**src/ecp_cfg.svh**
```systemverilog
`ifndef ECP_CFG_SVH
`define ECP_CFG_SVH
// Register byte offsets
`define ECP_OFF_CTRL    5'h00
`define ECP_OFF_STATE   5'h04
`define ECP_OFF_IRQ_ST  5'h08
`define ECP_OFF_IRQ_CLR 5'h0c
`define ECP_OFF_IRQ_EN  5'h10
// Control fields
`define ECP_CTRL_EN      0
`define ECP_CTRL_BUSY    1
`define ECP_CTRL_SYNC0   2
`define ECP_CTRL_SYNC1   3
`define ECP_CTRL_RST     8'h00
`define ECP_IRQ_EN_RST   7'h00
`define ECP_CMD_COUNT    7
`define ECP_STAT_COUNT   6
`endif

```
**src/ecp_pkg.sv**
```systemverilog
package ecp_pkg;
   // Commands decoded from the input lines, bit order as pins 11 to 17
   typedef struct packed {
      logic branch1;
      logic branch0;
      logic seq_hold;
      logic seq_stop;
      logic seq_start;
      logic out_on;
      logic out_off;
   } ecp_cmd_t;
   // Device state shown on the status lines
   typedef struct packed {
      logic sync1;
      logic sync0;
      logic busy;
      logic limiting;
      logic out_state;
      logic power_state;
   } ecp_stat_t;
   typedef enum logic [1:0] {
      ECP_BUS_IDLE,
      ECP_BUS_ACK
   } ecp_bus_state_t;
endpackage : ecp_pkg

```
**src/ecp_fall_detect.sv**
```systemverilog
`timescale 1ns/10ps
// Three-stage synchroniser and falling edge pulse for one pin
module ecp_fall_detect (
   input  wire logic clk_i,
   input  wire logic rst_i,
   input  wire logic pin_i,
   output logic      fall_o
);
   logic [2:0] sync;
   logic [2:0] next_sync;
   logic       level;
   logic       next_level;

   // Level moves only once stages two and three agree, so a one-cycle glitch is ignored
   always_comb begin
      next_sync  = {sync[1:0], pin_i};
      next_level = (sync[2] == sync[1]) ? sync[2] : level;
   end

   // Idle level of the pins is high, so reset to high gives no false edge
   always_ff @(posedge clk_i) begin
      if (rst_i) begin
         sync  <= 3'h7;
         level <= 1'b1;
      end else begin
         sync  <= next_sync;
         level <= next_level;
      end
   end

   // One pulse between agreement on low and the level update; held low does not repeat
   assign fall_o = level & ~sync[2] & ~sync[1];
endmodule : ecp_fall_detect

```
**src/ecp_io_port.sv**
```systemverilog
// Local design decisions: the register addresses and register access over Wishbone.
`timescale 1ns/10ps
`include "ecp_cfg.svh"
module ecp_io_port
   import ecp_pkg::*;
(
   input  wire logic        clk_i,
   input  wire logic        rst_i,
   input  wire logic [4:0]  wb_adr_i,
   input  wire logic [31:0] wb_dat_i,
   output logic      [31:0] wb_dat_o,
   input  wire logic        wb_we_i,
   input  wire logic [3:0]  wb_sel_i,
   input  wire logic        wb_cyc_i,
   input  wire logic        wb_stb_i,
   output logic             wb_ack_o,
   output logic             irq_o,
   input  wire logic [6:0]  cmd_pin_i,
   output logic      [7:0]  stat_pin_o,
   input  wire logic        power_on_i,
   input  wire logic        output_on_i,
   input  wire logic [3:0]  limiter_act_i,
   input  wire logic        seq_active_i,
   input  wire logic [1:0]  seq_sync_i,
   output ecp_cmd_t         cmd_o
);
   //----------------------------------------
   // Input edge detection
   //----------------------------------------
   logic [6:0] fall;

   // One detector per command line
   genvar gi;
   generate
      for (gi = 0; gi < `ECP_CMD_COUNT; gi++) begin : g_in
         ecp_fall_detect u_det (
            .clk_i  (clk_i),
            .rst_i  (rst_i),
            .pin_i  (cmd_pin_i[gi]),
            .fall_o (fall[gi])
         );
      end
   endgenerate

   //----------------------------------------
   // Registers and bus
   //----------------------------------------
   logic [7:0]     ctrl;
   logic [7:0]     next_ctrl;
   logic [6:0]     irq_st;
   logic [6:0]     next_irq_st;
   logic [6:0]     irq_en;
   logic [6:0]     next_irq_en;
   ecp_cmd_t       cmd;
   ecp_cmd_t       next_cmd;
   ecp_stat_t      stat;
   ecp_stat_t      next_stat;
   ecp_bus_state_t bstate;
   ecp_bus_state_t next_bstate;
   logic [31:0]    next_dat;
   logic           enabled;
   logic           wr;

   // Port enable and the write strobe of an access taken in this cycle
   assign enabled = ctrl[`ECP_CTRL_EN];
   assign wr      = (bstate == ECP_BUS_IDLE) && wb_cyc_i && wb_stb_i && wb_we_i;

   // Bus, control, command and interrupt state
   always_comb begin
      next_bstate = bstate;
      next_ctrl   = ctrl;
      next_irq_en = irq_en;
      next_dat    = wb_dat_o;
      next_cmd    = ecp_cmd_t'(enabled ? fall : 7'h00);
      next_irq_st = irq_st;
      case (bstate)
         ECP_BUS_IDLE: begin
            if (wb_cyc_i && wb_stb_i) begin
               next_bstate = ECP_BUS_ACK;
               next_dat    = 32'h0000_0000;
               if (!wb_we_i) begin
                  case (wb_adr_i)
                     `ECP_OFF_CTRL:   next_dat = {24'h00_0000, ctrl};
                     `ECP_OFF_STATE:  next_dat = {26'h000_0000, stat};
                     `ECP_OFF_IRQ_ST: next_dat = {25'h000_0000, irq_st};
                     `ECP_OFF_IRQ_EN: next_dat = {25'h000_0000, irq_en};
                     default:         next_dat = 32'h0000_0000;
                  endcase
               end else if (wr && wb_sel_i[0]) begin
                  case (wb_adr_i)
                     `ECP_OFF_CTRL:    next_ctrl   = wb_dat_i[7:0];
                     `ECP_OFF_IRQ_CLR: next_irq_st = irq_st & ~wb_dat_i[6:0];
                     `ECP_OFF_IRQ_EN:  next_irq_en = wb_dat_i[6:0];
                     default:          next_ctrl   = ctrl;
                  endcase
               end
            end
         end
         ECP_BUS_ACK: begin
            next_bstate = ECP_BUS_IDLE;
         end
         default: begin
            next_bstate = ECP_BUS_IDLE;
         end
      endcase
      // Set wins over a clear in the same cycle
      next_irq_st = next_irq_st | next_cmd;
   end

   always_ff @(posedge clk_i) begin
      if (rst_i) begin
         bstate   <= ECP_BUS_IDLE;
         ctrl     <= `ECP_CTRL_RST;
         irq_en   <= `ECP_IRQ_EN_RST;
         irq_st   <= 7'h00;
         cmd      <= ecp_cmd_t'(7'h00);
         wb_dat_o <= 32'h0000_0000;
      end else begin
         bstate   <= next_bstate;
         ctrl     <= next_ctrl;
         irq_en   <= next_irq_en;
         irq_st   <= next_irq_st;
         cmd      <= next_cmd;
         wb_dat_o <= next_dat;
      end
   end

   // Ack straight from the state register; irq is a level of enabled sticky bits
   assign wb_ack_o = (bstate == ECP_BUS_ACK);
   assign cmd_o    = cmd;
   assign irq_o    = |(irq_st & irq_en);

   //----------------------------------------
   // Status outputs
   //----------------------------------------
   // Gated by the enable so a disabled port shows all lines low
   always_comb begin
      next_stat.power_state = enabled & power_on_i;
      next_stat.out_state   = enabled & output_on_i;
      next_stat.limiting    = enabled & (|limiter_act_i);
      next_stat.busy        = enabled & ctrl[`ECP_CTRL_BUSY];
      next_stat.sync0       = enabled & seq_active_i & (seq_sync_i[0] | ctrl[`ECP_CTRL_SYNC0]);
      next_stat.sync1       = enabled & seq_active_i & (seq_sync_i[1] | ctrl[`ECP_CTRL_SYNC1]);
   end

   always_ff @(posedge clk_i) begin
      if (rst_i) begin
         stat <= ecp_stat_t'(6'h00);
      end else begin
         stat <= next_stat;
      end
   end

   // Two undefined lines held low
   assign stat_pin_o = {2'h0, stat};

   //----------------------------------------
   // Checks
   //----------------------------------------
   // Commands only from an edge seen while enabled
   a_cmd_needs_en: assert property (@(posedge clk_i) disable iff (rst_i)
      (|cmd) |-> $past(enabled))
      else $error("command while disabled");
   a_cmd_from_fall: assert property (@(posedge clk_i) disable iff (rst_i)
      cmd.out_on |-> $past(fall[1]))
      else $error("output on without edge");
   a_start_fires: assert property (@(posedge clk_i) disable iff (rst_i)
      $past(enabled && fall[2]) |-> cmd.seq_start)
      else $error("start edge lost");
   a_cmd_sets_st: assert property (@(posedge clk_i) disable iff (rst_i)
      (|cmd) |-> ((irq_st & cmd) == cmd))
      else $error("status bit not set");

   // A held-low pin must not repeat its command
   a_fall_one_pulse: assert property (@(posedge clk_i) disable iff (rst_i)
      fall[0] |=> !fall[0])
      else $error("edge pulse repeats");
   a_stop_single: assert property (@(posedge clk_i) disable iff (rst_i)
      cmd.seq_stop |=> !cmd.seq_stop)
      else $error("stop pulse repeats");

   // Status lines track their sources one cycle late, dark while disabled
   a_lim_follows: assert property (@(posedge clk_i) disable iff (rst_i)
      ($past(enabled) && $past(|limiter_act_i)) |-> stat.limiting)
      else $error("limiter line missed");
   a_lim_release: assert property (@(posedge clk_i) disable iff (rst_i)
      !$past(|limiter_act_i) |-> !stat.limiting)
      else $error("limiter line stuck");
   a_stat_off_dis: assert property (@(posedge clk_i) disable iff (rst_i)
      !$past(enabled) |-> (stat_pin_o == 8'h00))
      else $error("status while disabled");
   a_power_state: assert property (@(posedge clk_i) disable iff (rst_i)
      stat.power_state == $past(enabled && power_on_i))
      else $error("power line wrong");
   a_out_state: assert property (@(posedge clk_i) disable iff (rst_i)
      stat.out_state == $past(enabled && output_on_i))
      else $error("output line wrong");
   a_busy_line: assert property (@(posedge clk_i) disable iff (rst_i)
      stat.busy == $past(enabled && ctrl[`ECP_CTRL_BUSY]))
      else $error("busy line wrong");
   a_sync_needs_seq: assert property (@(posedge clk_i) disable iff (rst_i)
      (stat.sync0 || stat.sync1) |-> $past(seq_active_i))
      else $error("sync outside sequence");
   a_sync_follows: assert property (@(posedge clk_i) disable iff (rst_i)
      $past(enabled && seq_active_i && seq_sync_i[0]) |-> stat.sync0)
      else $error("sync line missed");
   a_upper_low: assert property (@(posedge clk_i) disable iff (rst_i)
      stat_pin_o[7:6] == 2'h0)
      else $error("undefined lines driven");

   // Bus answer only to a request, and for one cycle
   a_ack_one: assert property (@(posedge clk_i) disable iff (rst_i)
      wb_ack_o |=> !wb_ack_o)
      else $error("ack held");
   a_ack_after_req: assert property (@(posedge clk_i) disable iff (rst_i)
      wb_ack_o |-> $past(wb_cyc_i && wb_stb_i))
      else $error("ack without request");
endmodule : ecp_io_port

```
**config.mk**
```make
export PLATFORM = sky130hd
export DESIGN_NAME = ecp_io_port
export DESIGN_NICKNAME = d
export VERILOG_FILES = /design/src/ecp_pkg.sv /design/src/ecp_fall_detect.sv /design/src/ecp_io_port.sv
export VERILOG_INCLUDE_DIRS = /design/src
export SDC_FILE = /design/constraint.sdc
export NUM_CORES = 1
export LEC_CHECK = 0
export ABC_CLOCK_PERIOD_IN_PS = 2850
export CAP_MARGIN = 0
export CORE_MARGIN = 2
export CORE_UTILIZATION = 27
export CTS_BUF_LIST = sky130_fd_sc_hd__clkbuf_8
export DETAILED_ROUTE_END_ITERATION = 12
export DONT_BUFFER_PORTS = 1
export GPL_TIMING_DRIVEN = 0
export SLEW_MARGIN = 20
export SYNTH_ARGS = -nofsm -noshare
export SYNTH_HDL_FRONTEND = slang
export SYNTH_SLANG_ARGS = --single-unit
```
**constraint.sdc**
```tcl
create_clock -name clk_i -period 2.85 [get_ports clk_i]
set_input_delay 0.57 -clock clk_i [delete_from_list [all_inputs] [get_ports clk_i]]
set_output_delay 0.57 -clock clk_i [all_outputs]
set_load 0.005 [all_outputs]
```
After elaboration in Yosys (flattened, before gate mapping) --
Index checks and enable logic that the tools add are counted.
Operators by class: equal/unequal tests 11, mux-type cells 8, bitwise logic cells 42, reductions and logical operators 13
Operators by type and width (number):
- 7-bit two-way mux | 6
- 8-bit one-hot mux with 4 select lines | 1
- 1-bit AND | 21
- 1-bit NOT | 15
- 7-bit AND | 2
- 5-bit by 4-bit equality test with 1-bit output, second input constant | 2
- 5-bit AND reduction | 2
- 8-bit two-way mux | 1
- 1-bit equality test | 7
- 7-bit NOT | 1
- 7-bit OR | 1
- 7-bit OR reduction | 1
- 5-bit by 3-bit equality test with 1-bit output, second input constant | 1
- 5-bit equality test, second input constant | 1
- 1-bit logical AND | 5
- 5-bit zero test | 1
- 4-bit OR reduction | 1
- 2-bit zero test | 1
- 1-bit OR | 2
- 2-bit AND reduction | 1
- 2-bit OR reduction | 1
Storage, ports and cells: register bits 96, output and inout bits 49, word-level logic and storage cells 106

Logic depth before layout (Yosys ltp) --
Gate-level depths: netlist (run 1).
depth after elaboration 10, depth in mapped cells 6, gate-level depth less buffers 4

By module --
A second synthesis (run 1) with hierarchy kept.
Unflattened totals: cells, all modules 318, area total of the unflattened synthesis 3039.2 um^2
By module, submodules not included:
- ecp_io_port | instances 1, cells an instance 241, area an instance 2180.8 um^2, sequential area each 880.8 um^2
- ecp_fall_detect | instances 7, cells an instance 11, area an instance 122.6 um^2, sequential area each 80.1 um^2

Worst setup path after synthesis (run 1) --
No wires, ideal clock.
kind input to register, from in wb_adr_i[3], to reg ctrl[0], data arrival time 1723 ps, required time 2722 ps, setup slack 1000 ps, stages on the path 5, buffers on the path 1, path through clkbuf_1 -> nor3_2 -> nand4_2 -> mux2i_1 -> nor2_1
Between the ends: cells in the longest elaborated chain, start to end 2
Ends and longest elaborated chain:
- start: declaration | RTL line ecp_io_port.sv:9 | input wire logic [4:0] wb_adr_i,
- 5-bit zero test | RTL line ecp_io_port.sv:90 | case (wb_adr_i)
- 5-bit AND reduction (no line)
- end signal: assignment | RTL line ecp_io_port.sv:113 | ctrl <= `ECP_CTRL_RST;
- end signal: assignment | RTL line ecp_io_port.sv:120 | ctrl <= next_ctrl;
- end: declaration | RTL line ecp_io_port.sv:48 | logic [7:0] ctrl;
No other way between the ends. A chain may end at the register's enable or synchronous reset.

Final worst setup path (run 1) --
from in wb_adr_i[3], to reg ctrl[5]
The elaborated chain is that of the path after synthesis.

==> impl_results.rst, run 1 <==
.. list-table::
   :header-rows: 1

   * - Metric
     - Value
   * - CTS tree
     - built
   * - Core footprint
     - 10,200 µm²
   * - Number of placement rows
     - 37
   * - Post-synthesis register bit count
     - 72
   * - Class of the tightest hold or removal check
     - input pin to register
   * - Standby leakage power
     - 1.35 nW
   * - Final clock period utilization by the worst path
     - 67.2%
   * - Layout cell share with drive strength beyond 1
     - 20.3%
   * - Post-layout min period
     - approximately 1.9 ns
   * - Portion of synthesized cell area occupied by the leading cell type
     - 51.2%
   * - Mean cell area of the mapped netlist
     - 9.71 µm²
   * - Die X-Extent
     - 106 µm
   * - Post-synthesis cell type with the largest combined area
     - dfxtp_1
   * - Distinct cells, synth
     - 34
   * - Antenna violations before repair
     - 0
   * - Die ar.
     - ~11,000 µm²
   * - WP buf/inv
     - 1
   * - 1st-pass router iterations
     - 4
   * - Critical path startpoint category
     - input pin
   * - Final count of negative-setup-slack endpoints
     - 0
   * - Clk_lat worst skew
     - approximately 0.34 ns
   * - F_max
     - 0.522 GHz
   * - Commonest non-fill, non-tap cells in the layout
     - dfxtp_1, nor2_1, buf_4, conb_1, or2_2
   * - Cell-by-cell trace of the critical path
     - clkbuf_1 > nor3_2 > nand4_2 > mux2i_1 > nor2_1
   * - Via count of the first global-routing pass
     - around 1,900
   * - ANT nets after route
     - 0
   * - Wire length of the first global-routing pass
     - roughly 10,000 µm
   * - Total of hold buffers inserted after clock tree synthesis
     - 0
   * - Post-synthesis sequential area ratio
     - 51.2%
   * - Starting density of the core
     - roughly 28%
   * - Classification of the worst setup path
     - input pin to register
   * - Number of synthesis warnings
     - 0
   * - Largest incremental delay on the critical path
     - around 0.54 ns
   * - Post-placement cell area
     - 3080 µm²
   * - Clock Tree Buf Depth
     - 2
   * - Antenna Diode Count
     - 0
   * - Total gr overflow
     - 0
   * - Remaining max-slew budget at the tightest pin
     - between 50% and 60%
   * - Area of all placed cells without fillers
     - between 3000 and 4000 µm²
   * - DR vias
     - approximately 2,000
   * - Slew at the pin closest to its max-slew limit
     - ~0.65 ns
   * - Floorplan die height
     - between 100 and 150 µm
   * - Syn-to-layout area delta
     - 16.5%
   * - Number of pins with negative max-slew slack in the final report
     - 0
   * - Result of the run
     - complete, no violations
   * - Power per cell area
     - 601 nW/µm²
   * - Net count reported at finish
     - 388
   * - Post-route clock skew
     - a little over 0.004 ns
   * - Cts bufs inserted
     - 9
   * - Post-route total power
     - slightly below 0.002 W
   * - Number of setup buffers added after CTS
     - 0
   * - Via density per instance
     - about 4.4
   * - Leading post-synthesis cells by cell area
     - dfxtp_1, buf_4, mux2i_1, or2_2, nor2_1
   * - Data required time of the critical path
     - 3.06 ns
   * - Critical-path cell with the highest stage delay
     - nor3_2
   * - Mapped cell area
     - about 2800 µm²
   * - Total clock sinks
     - 72
   * - Final cell count without fillers
     - 466
   * - HPWL after detailed placement
     - 4950 µm
   * - Count of instances resized after the clock tree is built
     - 0
   * - Maximum vdd ir drop
     - 0.365 mV
   * - Total detailed-routing wirelength
     - 6640 µm
   * - H-tree lvl count
     - 3
   * - Data arrival, critical path
     - roughly 2.1 ns
   * - Family of cells with the greatest summed delay on the critical path
     - simple AND/OR/NAND/NOR gates
   * - Largest driver fanout on the critical path
     - 10
   * - Average routed wire per standard cell
     - 14.2 µm
   * - Count of maximum capacitance violations
     - 0
   * - Cell count after synthesis
     - 290
   * - Type of destination of the critical path
     - register
   * - Commonest non-fill, non-tap cell in the layout
     - dfxtp_1
   * - Final count of hold timing violations
     - 0
   * - Number of cells after detailed placement
     - 451
   * - Remaining DRCs
     - 0
   * - DRC violation total after the first TritonRoute iteration
     - 81
   * - RSZ-0062 raised after global routing
     - false
   * - Clock transition at the registers of the reported paths
     - roughly 0.070 ns
   * - Final Wtd Congestion
     - about 0.83
   * - Overall Global Routing Usage
     - approximately 12%
   * - Number of fill cells in the layout
     - ~1,100
   * - Buffers on Ports
     - 0
   * - Setup TNS
     - 0 ns
   * - Maximum number of pins on one net before global-route repair
     - 12
   * - CTS root buffer
     - clkbuf_8
   * - Io pins
     - roughly 110
per-stage QoR:
step	util (%)	setup slack, ns	hold WS (ns)
after global placement	30.1	0.631	0.395
after CTS	32.1	0.942	0.305
final	32.1	0.936	0.325
after global routing	32.1	0.745	0.295
after detailed placement	30.1	0.580	0.394
after floorplan	-	1.00	0.389
cells by family after synthesis:
kind of cell,count (synthesis),synth area share (%)
multiplexers,16,5.69
other,1,0.133
AO/OA/AOI/OAI,53,11.6
flip-flops,72,51.2
AND/OR/NAND/NOR,109,22.4
buffers and inverters,39,8.98
cells in the mapped netlist:
cell,count
nand3b_1,13
or3_1,1
mux2i_1,16
nor4b_1,8
a31o_1,7
buf_6,1
o211ai_1,1
a22oi_1,2
a21oi_1,21
nor4_1,1
buf_4,26
a222oi_1,1
nor2b_1,2
or2_2,22
and4b_1,1
o21ai_0,8
buf_1,1
dfxtp_1,72
conb_1,1
nand4b_1,1
nand3_1,2
inv_1,1
clkbuf_1,9
and2_1,3
nor4_4,1
nand4_2,2
nor2_1,36
nor3_1,1
and2_0,1
a31oi_1,7
buf_2,1
nor3_2,1
nand2_1,13
a211oi_1,6
final cells by class:
cell class	count	area [µm²]	area share, %
clock buffer	9	124	3.78
clock inverter	6	77.6	2.36
buffer	38	249	7.59
multi-input combinational	204	1210	37.0
tap	136	170	5.19
inverter	1	3.75	0.114
sequential	72	1440	43.9
sequential cells by signal, indices dropped and copies added, names as in the netlist:
name and count:
g_in.u_det.sync 21, irq_en 7, cmd_o 7, g_in.u_det.level 7, stat_pin_o 6, bstate 1
wb_dat_o 8, ctrl 8, irq_st 7
per-layer routing:
metal,track usage [%],share of wire [%],vias to the layer above
met5,0,0,-
met4,4.04,1.4,0
met3,5.58,8.7,9
met2,19.4,46,89
met1,14.9,44,919
li1,-,-,1032
power by group:
part           internal [W]  switching (W)
registers           0.00102      0.0000112
clock network      0.000479       0.000356
logic             0.0000484      0.0000546
worst paths after layout:
kind	startpoint	cells past startpoint	endpoint	slack, ns
max	wb_adr_i[3]	5	ctrl[5]	0.94
max reg2reg	bstate[0]	4	irq_st[1]	1.02
min reg2reg	g_in[6].u_det.sync[0]	1	g_in[6].u_det.sync[1]	0.41
min	cmd_pin_i[5]	1	g_in[5].u_det.sync[0]	0.33
Power figures use the tool's default switching activity.
==> inputs of run 2 (changes only) <==
--- a/config.mk
+++ b/config.mk
@@ -6,7 +6,8 @@
 export SDC_FILE = /design/constraint.sdc
 export NUM_CORES = 1
 export LEC_CHECK = 0
-export ABC_CLOCK_PERIOD_IN_PS = 2850
+export ABC_AREA = 1
+export ABC_CLOCK_PERIOD_IN_PS = 2000
 export CAP_MARGIN = 0
 export CORE_MARGIN = 2
 export CORE_UTILIZATION = 27
==> constraint.sdc (replaced) <==
create_clock -name clk_i -period 2 [get_ports clk_i]
set_input_delay 0.4 -clock clk_i [delete_from_list [all_inputs] [get_ports clk_i]]
set_output_delay 0.4 -clock clk_i [all_outputs]
set_load 0.005 [all_outputs]
==> run 2 against run 1 <==
Register-to-register slack lost 0.41 ns. Largest cell class unchanged. Synthesized cell count increased by 31%. Critical path type is now register to primary output. First-iteration DRC count grew 77%. Sequential cell count stayed put. Sequential share of layout area down 1.8 points. Clock skew is 0.0076 ns higher. Power is 39% higher. Utilization decreased by 0.25 points. Critical path depth down 1. Cell count rose by 20%. Wire length is 4.9% higher.
==> impl_results.rst, run 2 <==
.. list-table::
   :header-rows: 1

   * - Metric
     - Value
   * - Type of destination of the critical path
     - primary output (was register)
   * - Count of maximum capacitance violations
     - 0 (unchanged)
   * - Mean cell area of the mapped netlist
     - 7.79 µm² (was 9.71 µm²)
   * - Net count reported at finish
     - 477 (was 388)
   * - Fraction of the mapped netlist area in compound gates
     - 6.48% (was 11.6%)
   * - Slew at the pin closest to its max-slew limit
     - 0.527 ns (was 0.649 ns)
   * - Floorplan die height
     - 109 µm (was 106 µm)
   * - Final clock period utilization by the worst path
     - between 80% and 90%
   * - HPWL after detailed placement
     - 5350 µm (was 4950 µm)
   * - Post-synthesis cell type with the largest combined area
     - dfxtp_1 (unchanged)
   * - RSZ-0062 raised after global routing
     - false (unchanged)
   * - Post-synthesis sequential area ratio
     - 48.8% (was 51.2%)
   * - Commonest non-fill, non-tap cell in the layout
     - nand2_1 (was dfxtp_1)
   * - Layout cell share with drive strength beyond 1
     - 18.6% (was 20.3%)
   * - Area of all placed cells without fillers
     - 3420 µm² (was 3280 µm²)
   * - 1st-pass router iterations
     - 4 (unchanged)
   * - CTS tree
     - built (unchanged)
   * - F_max
     - between 0.6 and 0.7 GHz
   * - Count of instances resized after the clock tree is built
     - 0 (unchanged)
   * - Via count of the first global-routing pass
     - 2,166 (was 1,913)
   * - Die X-Extent
     - 109 µm (was 106 µm)
   * - Final Wtd Congestion
     - 0.917 (was 0.831)
   * - Distinct cells, synth
     - 25 (was 34)
   * - Antenna violations before repair
     - 0 (unchanged)
   * - Commonest non-fill, non-tap cells in the layout
     - nand2_1, dfxtp_1, nor2_1 (was dfxtp_1, nor2_1, buf_4, conb_1, or2_2)
   * - DRC violation total after the first TritonRoute iteration
     - 143 (was 81)
   * - Via density per instance
     - 4.26 (was 4.40)
   * - Total gr overflow
     - 0 (unchanged)
   * - Number of enable-type register cells in the synthesized netlist
     - 0 (unchanged)
   * - ANT nets after route
     - 0 (unchanged)
   * - Number of synthesis warnings
     - 0 (unchanged)
   * - Post-route clock skew
     - 0.0118 ns (was 0.00415 ns)
   * - Mux share of post-synthesis cell area
     - 0% (was 5.69%)
   * - Adder and majority gate portion of the synthesized area
     - 0% (unchanged)
   * - Number of flip-flops under the largest register name
     - 21 (unchanged)
   * - Setup TNS
     - 0 ns (unchanged)
   * - Wire length of the first global-routing pass
     - 10,900 µm (was 10,500 µm)
   * - Maximum number of pins on one net before global-route repair
     - 17 (was 12)
   * - Average routed wire per standard cell
     - 12.4 µm (was 14.2 µm)
   * - Post-placement cell area
     - 3220 µm² (was 3080 µm²)
   * - Buffers on Ports
     - 0 (unchanged)
   * - Total detailed-routing wirelength
     - 6960 µm (was 6640 µm)
   * - Register containing the most flip-flops in the final layout
     - g_in.u_det.sync (unchanged)
   * - Power per cell area
     - 802 nW/µm² (was 601 nW/µm²)
   * - Class of the tightest hold or removal check
     - input pin to register (unchanged)
   * - Final count of hold timing violations
     - 0 (unchanged)
   * - Total of hold buffers inserted after clock tree synthesis
     - 0 (unchanged)
   * - Data required time of the critical path
     - 1.60 ns (was 3.06 ns)
   * - Post-synthesis register bit count
     - 72 (unchanged)
   * - Number of setup buffers added after CTS
     - 0 (unchanged)
   * - Starting density of the core
     - 27.5% (about the same)
   * - Area occupied by multi-input gates
     - 1200 µm² (was 1210 µm²)
   * - Portion of synthesized cell area occupied by the leading cell type
     - 48.8% (was 51.2%)
   * - Ys flop type
     - dfxtp_1 (unchanged)
   * - Clock transition at the registers of the reported paths
     - 0.10 ns (was 0.07 ns)
   * - Standby leakage power
     - 1.57 nW (was 1.35 nW)
   * - Syn-to-layout area delta
     - 15.8% (was 16.5%)
   * - Mapped cell area
     - 2950 µm² (was 2820 µm²)
   * - Parity-gate share of the synthesized area counting xor and xnor cells
     - 0% (unchanged)
   * - Data arrival, critical path
     - 1.26 ns (was 2.13 ns)
   * - Classification of the worst setup path
     - register to primary output (was input pin to register)
   * - Clock Tree Buf Depth
     - 2 (unchanged)
   * - Leading post-synthesis cells by cell area
     - dfxtp_1, nand2_1, buf_4, nand4_1, nor2_1 (was dfxtp_1, buf_4, mux2i_1, or2_2, nor2_1)
   * - Number of fill cells in the layout
     - 1,178 (was 1,078)
   * - Total clock sinks
     - 72 (unchanged)
   * - Maximum vdd ir drop
     - 0.435 mV (was 0.365 mV)
   * - Number of pins with negative max-slew slack in the final report
     - 0 (unchanged)
   * - DR vias
     - 2,387 (was 2,049)
   * - Critical path startpoint category
     - register (was input pin)
   * - Antenna Diode Count
     - 0 (unchanged)
   * - FF/Latch Area
     - 1440 µm² (unchanged)
   * - Clk_lat worst skew
     - 0.36 ns (was 0.34 ns)
   * - Largest driver fanout on the critical path
     - 3 (was 10)
   * - Combinational family with the most area after synthesis
     - simple AND/OR/NAND/NOR gates (unchanged)
   * - Commonest cells in the synthesized netlist
     - nand2_1, dfxtp_1, nor2_1 (was dfxtp_1, nor2_1, buf_4)
   * - Post-layout min period
     - 1.66 ns
   * - Overall Global Routing Usage
     - 12.3% (about the same)
   * - Post-synthesis simple-gate area fraction
     - 30.8% (was 22.4%)
   * - Regs by FF count
     - g_in.u_det.sync (21), ctrl (8), wb_dat_o (8) (unchanged)
   * - Cell count after synthesis
     - 379 (was 290)
   * - Leading cell type by number of instances after synthesis
     - nand2_1 (was dfxtp_1)
   * - Final count of negative-setup-slack endpoints
     - 0 (unchanged)
   * - CTS root buffer
     - clkbuf_8 (unchanged)
   * - Remaining DRCs
     - 0 (unchanged)
   * - Remaining max-slew budget at the tightest pin
     - 64.9% (was 56.5%)
   * - Die ar.
     - 11,800 µm² (was 11,300 µm²)
   * - Io pins
     - 111 (unchanged)
   * - Proportion of register bits with asynchronous set or reset after synthesis
     - 0% (unchanged)
   * - H-tree lvl count
     - 3 (unchanged)
   * - Result of the run
     - complete, no violations (unchanged)
   * - Core footprint
     - 10,700 µm² (was 10,200 µm²)
   * - Number of placement rows
     - 38 (was 37)
   * - Cts bufs inserted
     - 9 (unchanged)
run 2: cell types whose count changed after synthesis, sizes merged, moves of 5 or more:
cell / delta
a211oi: -6
a21oi: -11
a31oi: -7
inv: +38
mux2i: -16
nand2: +64
nand3: +13
nand3b: -13
nand4: +24
nor2: +11
nor3: +5
nor4b: -8
o21ai: +8
run 2: worst paths after layout:
path	from	end	slack, ns	depth (start not counted)
worst max register to register	bstate[0]	wb_dat_o[2]	0.61	7
worst max-delay path	irq_st[3]	irq_o	0.34	4
worst min register to register	g_in[5].u_det.sync[0]	g_in[5].u_det.sync[1]	0.42	1
worst min-delay path	cmd_pin_i[3]	g_in[3].u_det.sync[0]	0.13	1
run 2: critical path, cell delays in order (launching register included):
cell and delay [ns]:
dfxtp_1 0.35, nand2_1 0.07, nand2_1 0.05, a221oi_1 0.21, nand4_1 0.21
run 2: logic make-up after synthesis:
logic type / after synthesis
buffers and inverters: 79
AOI/OAI and AO/OA: 33
other: 1
and+or+nand+nor: 194
DFF: 72
run 2: power by group:
part	total [W]	switching (W)	internal [W]
registers	0.00146	0.00000695	0.00145
logic	0.000151	0.0000880	0.0000629
clock network	0.00113	0.000645	0.000488
total	0.00274	0.000740	0.00200
run 2: through the flow:
| stage | total power (W) | setup slack (ns) | cells | hold WS, ns | util, % |
|---|---|---|---|---|---|
| 3_5_place_dp | 0.00164 | 0.413 | 544 | 0.394 | 30.0 |
| 5_1_grt | 0.00287 | 0.250 | 560 | 0.102 | 31.8 |
| 6_report | 0.00274 | 0.341 | 560 | 0.133 | 31.8 |
| 2_1_floorplan | 0.00162 | 0.655 | 404 | 0.389 | - |
| 4_1_cts | 0.00277 | 0.306 | 560 | 0.117 | 31.8 |
| 3_3_place_gp | 0.00164 | 0.489 | 544 | 0.391 | 30.0 |
run 2: cell type report:
class | count | area share, %
Buffer | 38 | 7.36
Tap cell | 140 | 5.12
Inverter | 41 | 4.50
Multi-Input combinational cell | 253 | 35.1
Clock inverter | 7 | 2.12
Clock buffer | 9 | 3.62
Sequential cell | 72 | 42.2
run 2: metal layers:
metal  track usage (%)  wire (µm)  up-vias
li1                  -          -     1239
met1              15.1       3100     1060
met2              19.1       3130       79
met3              6.15        654        9
met4              3.30         68        0
met5                 0          0        -
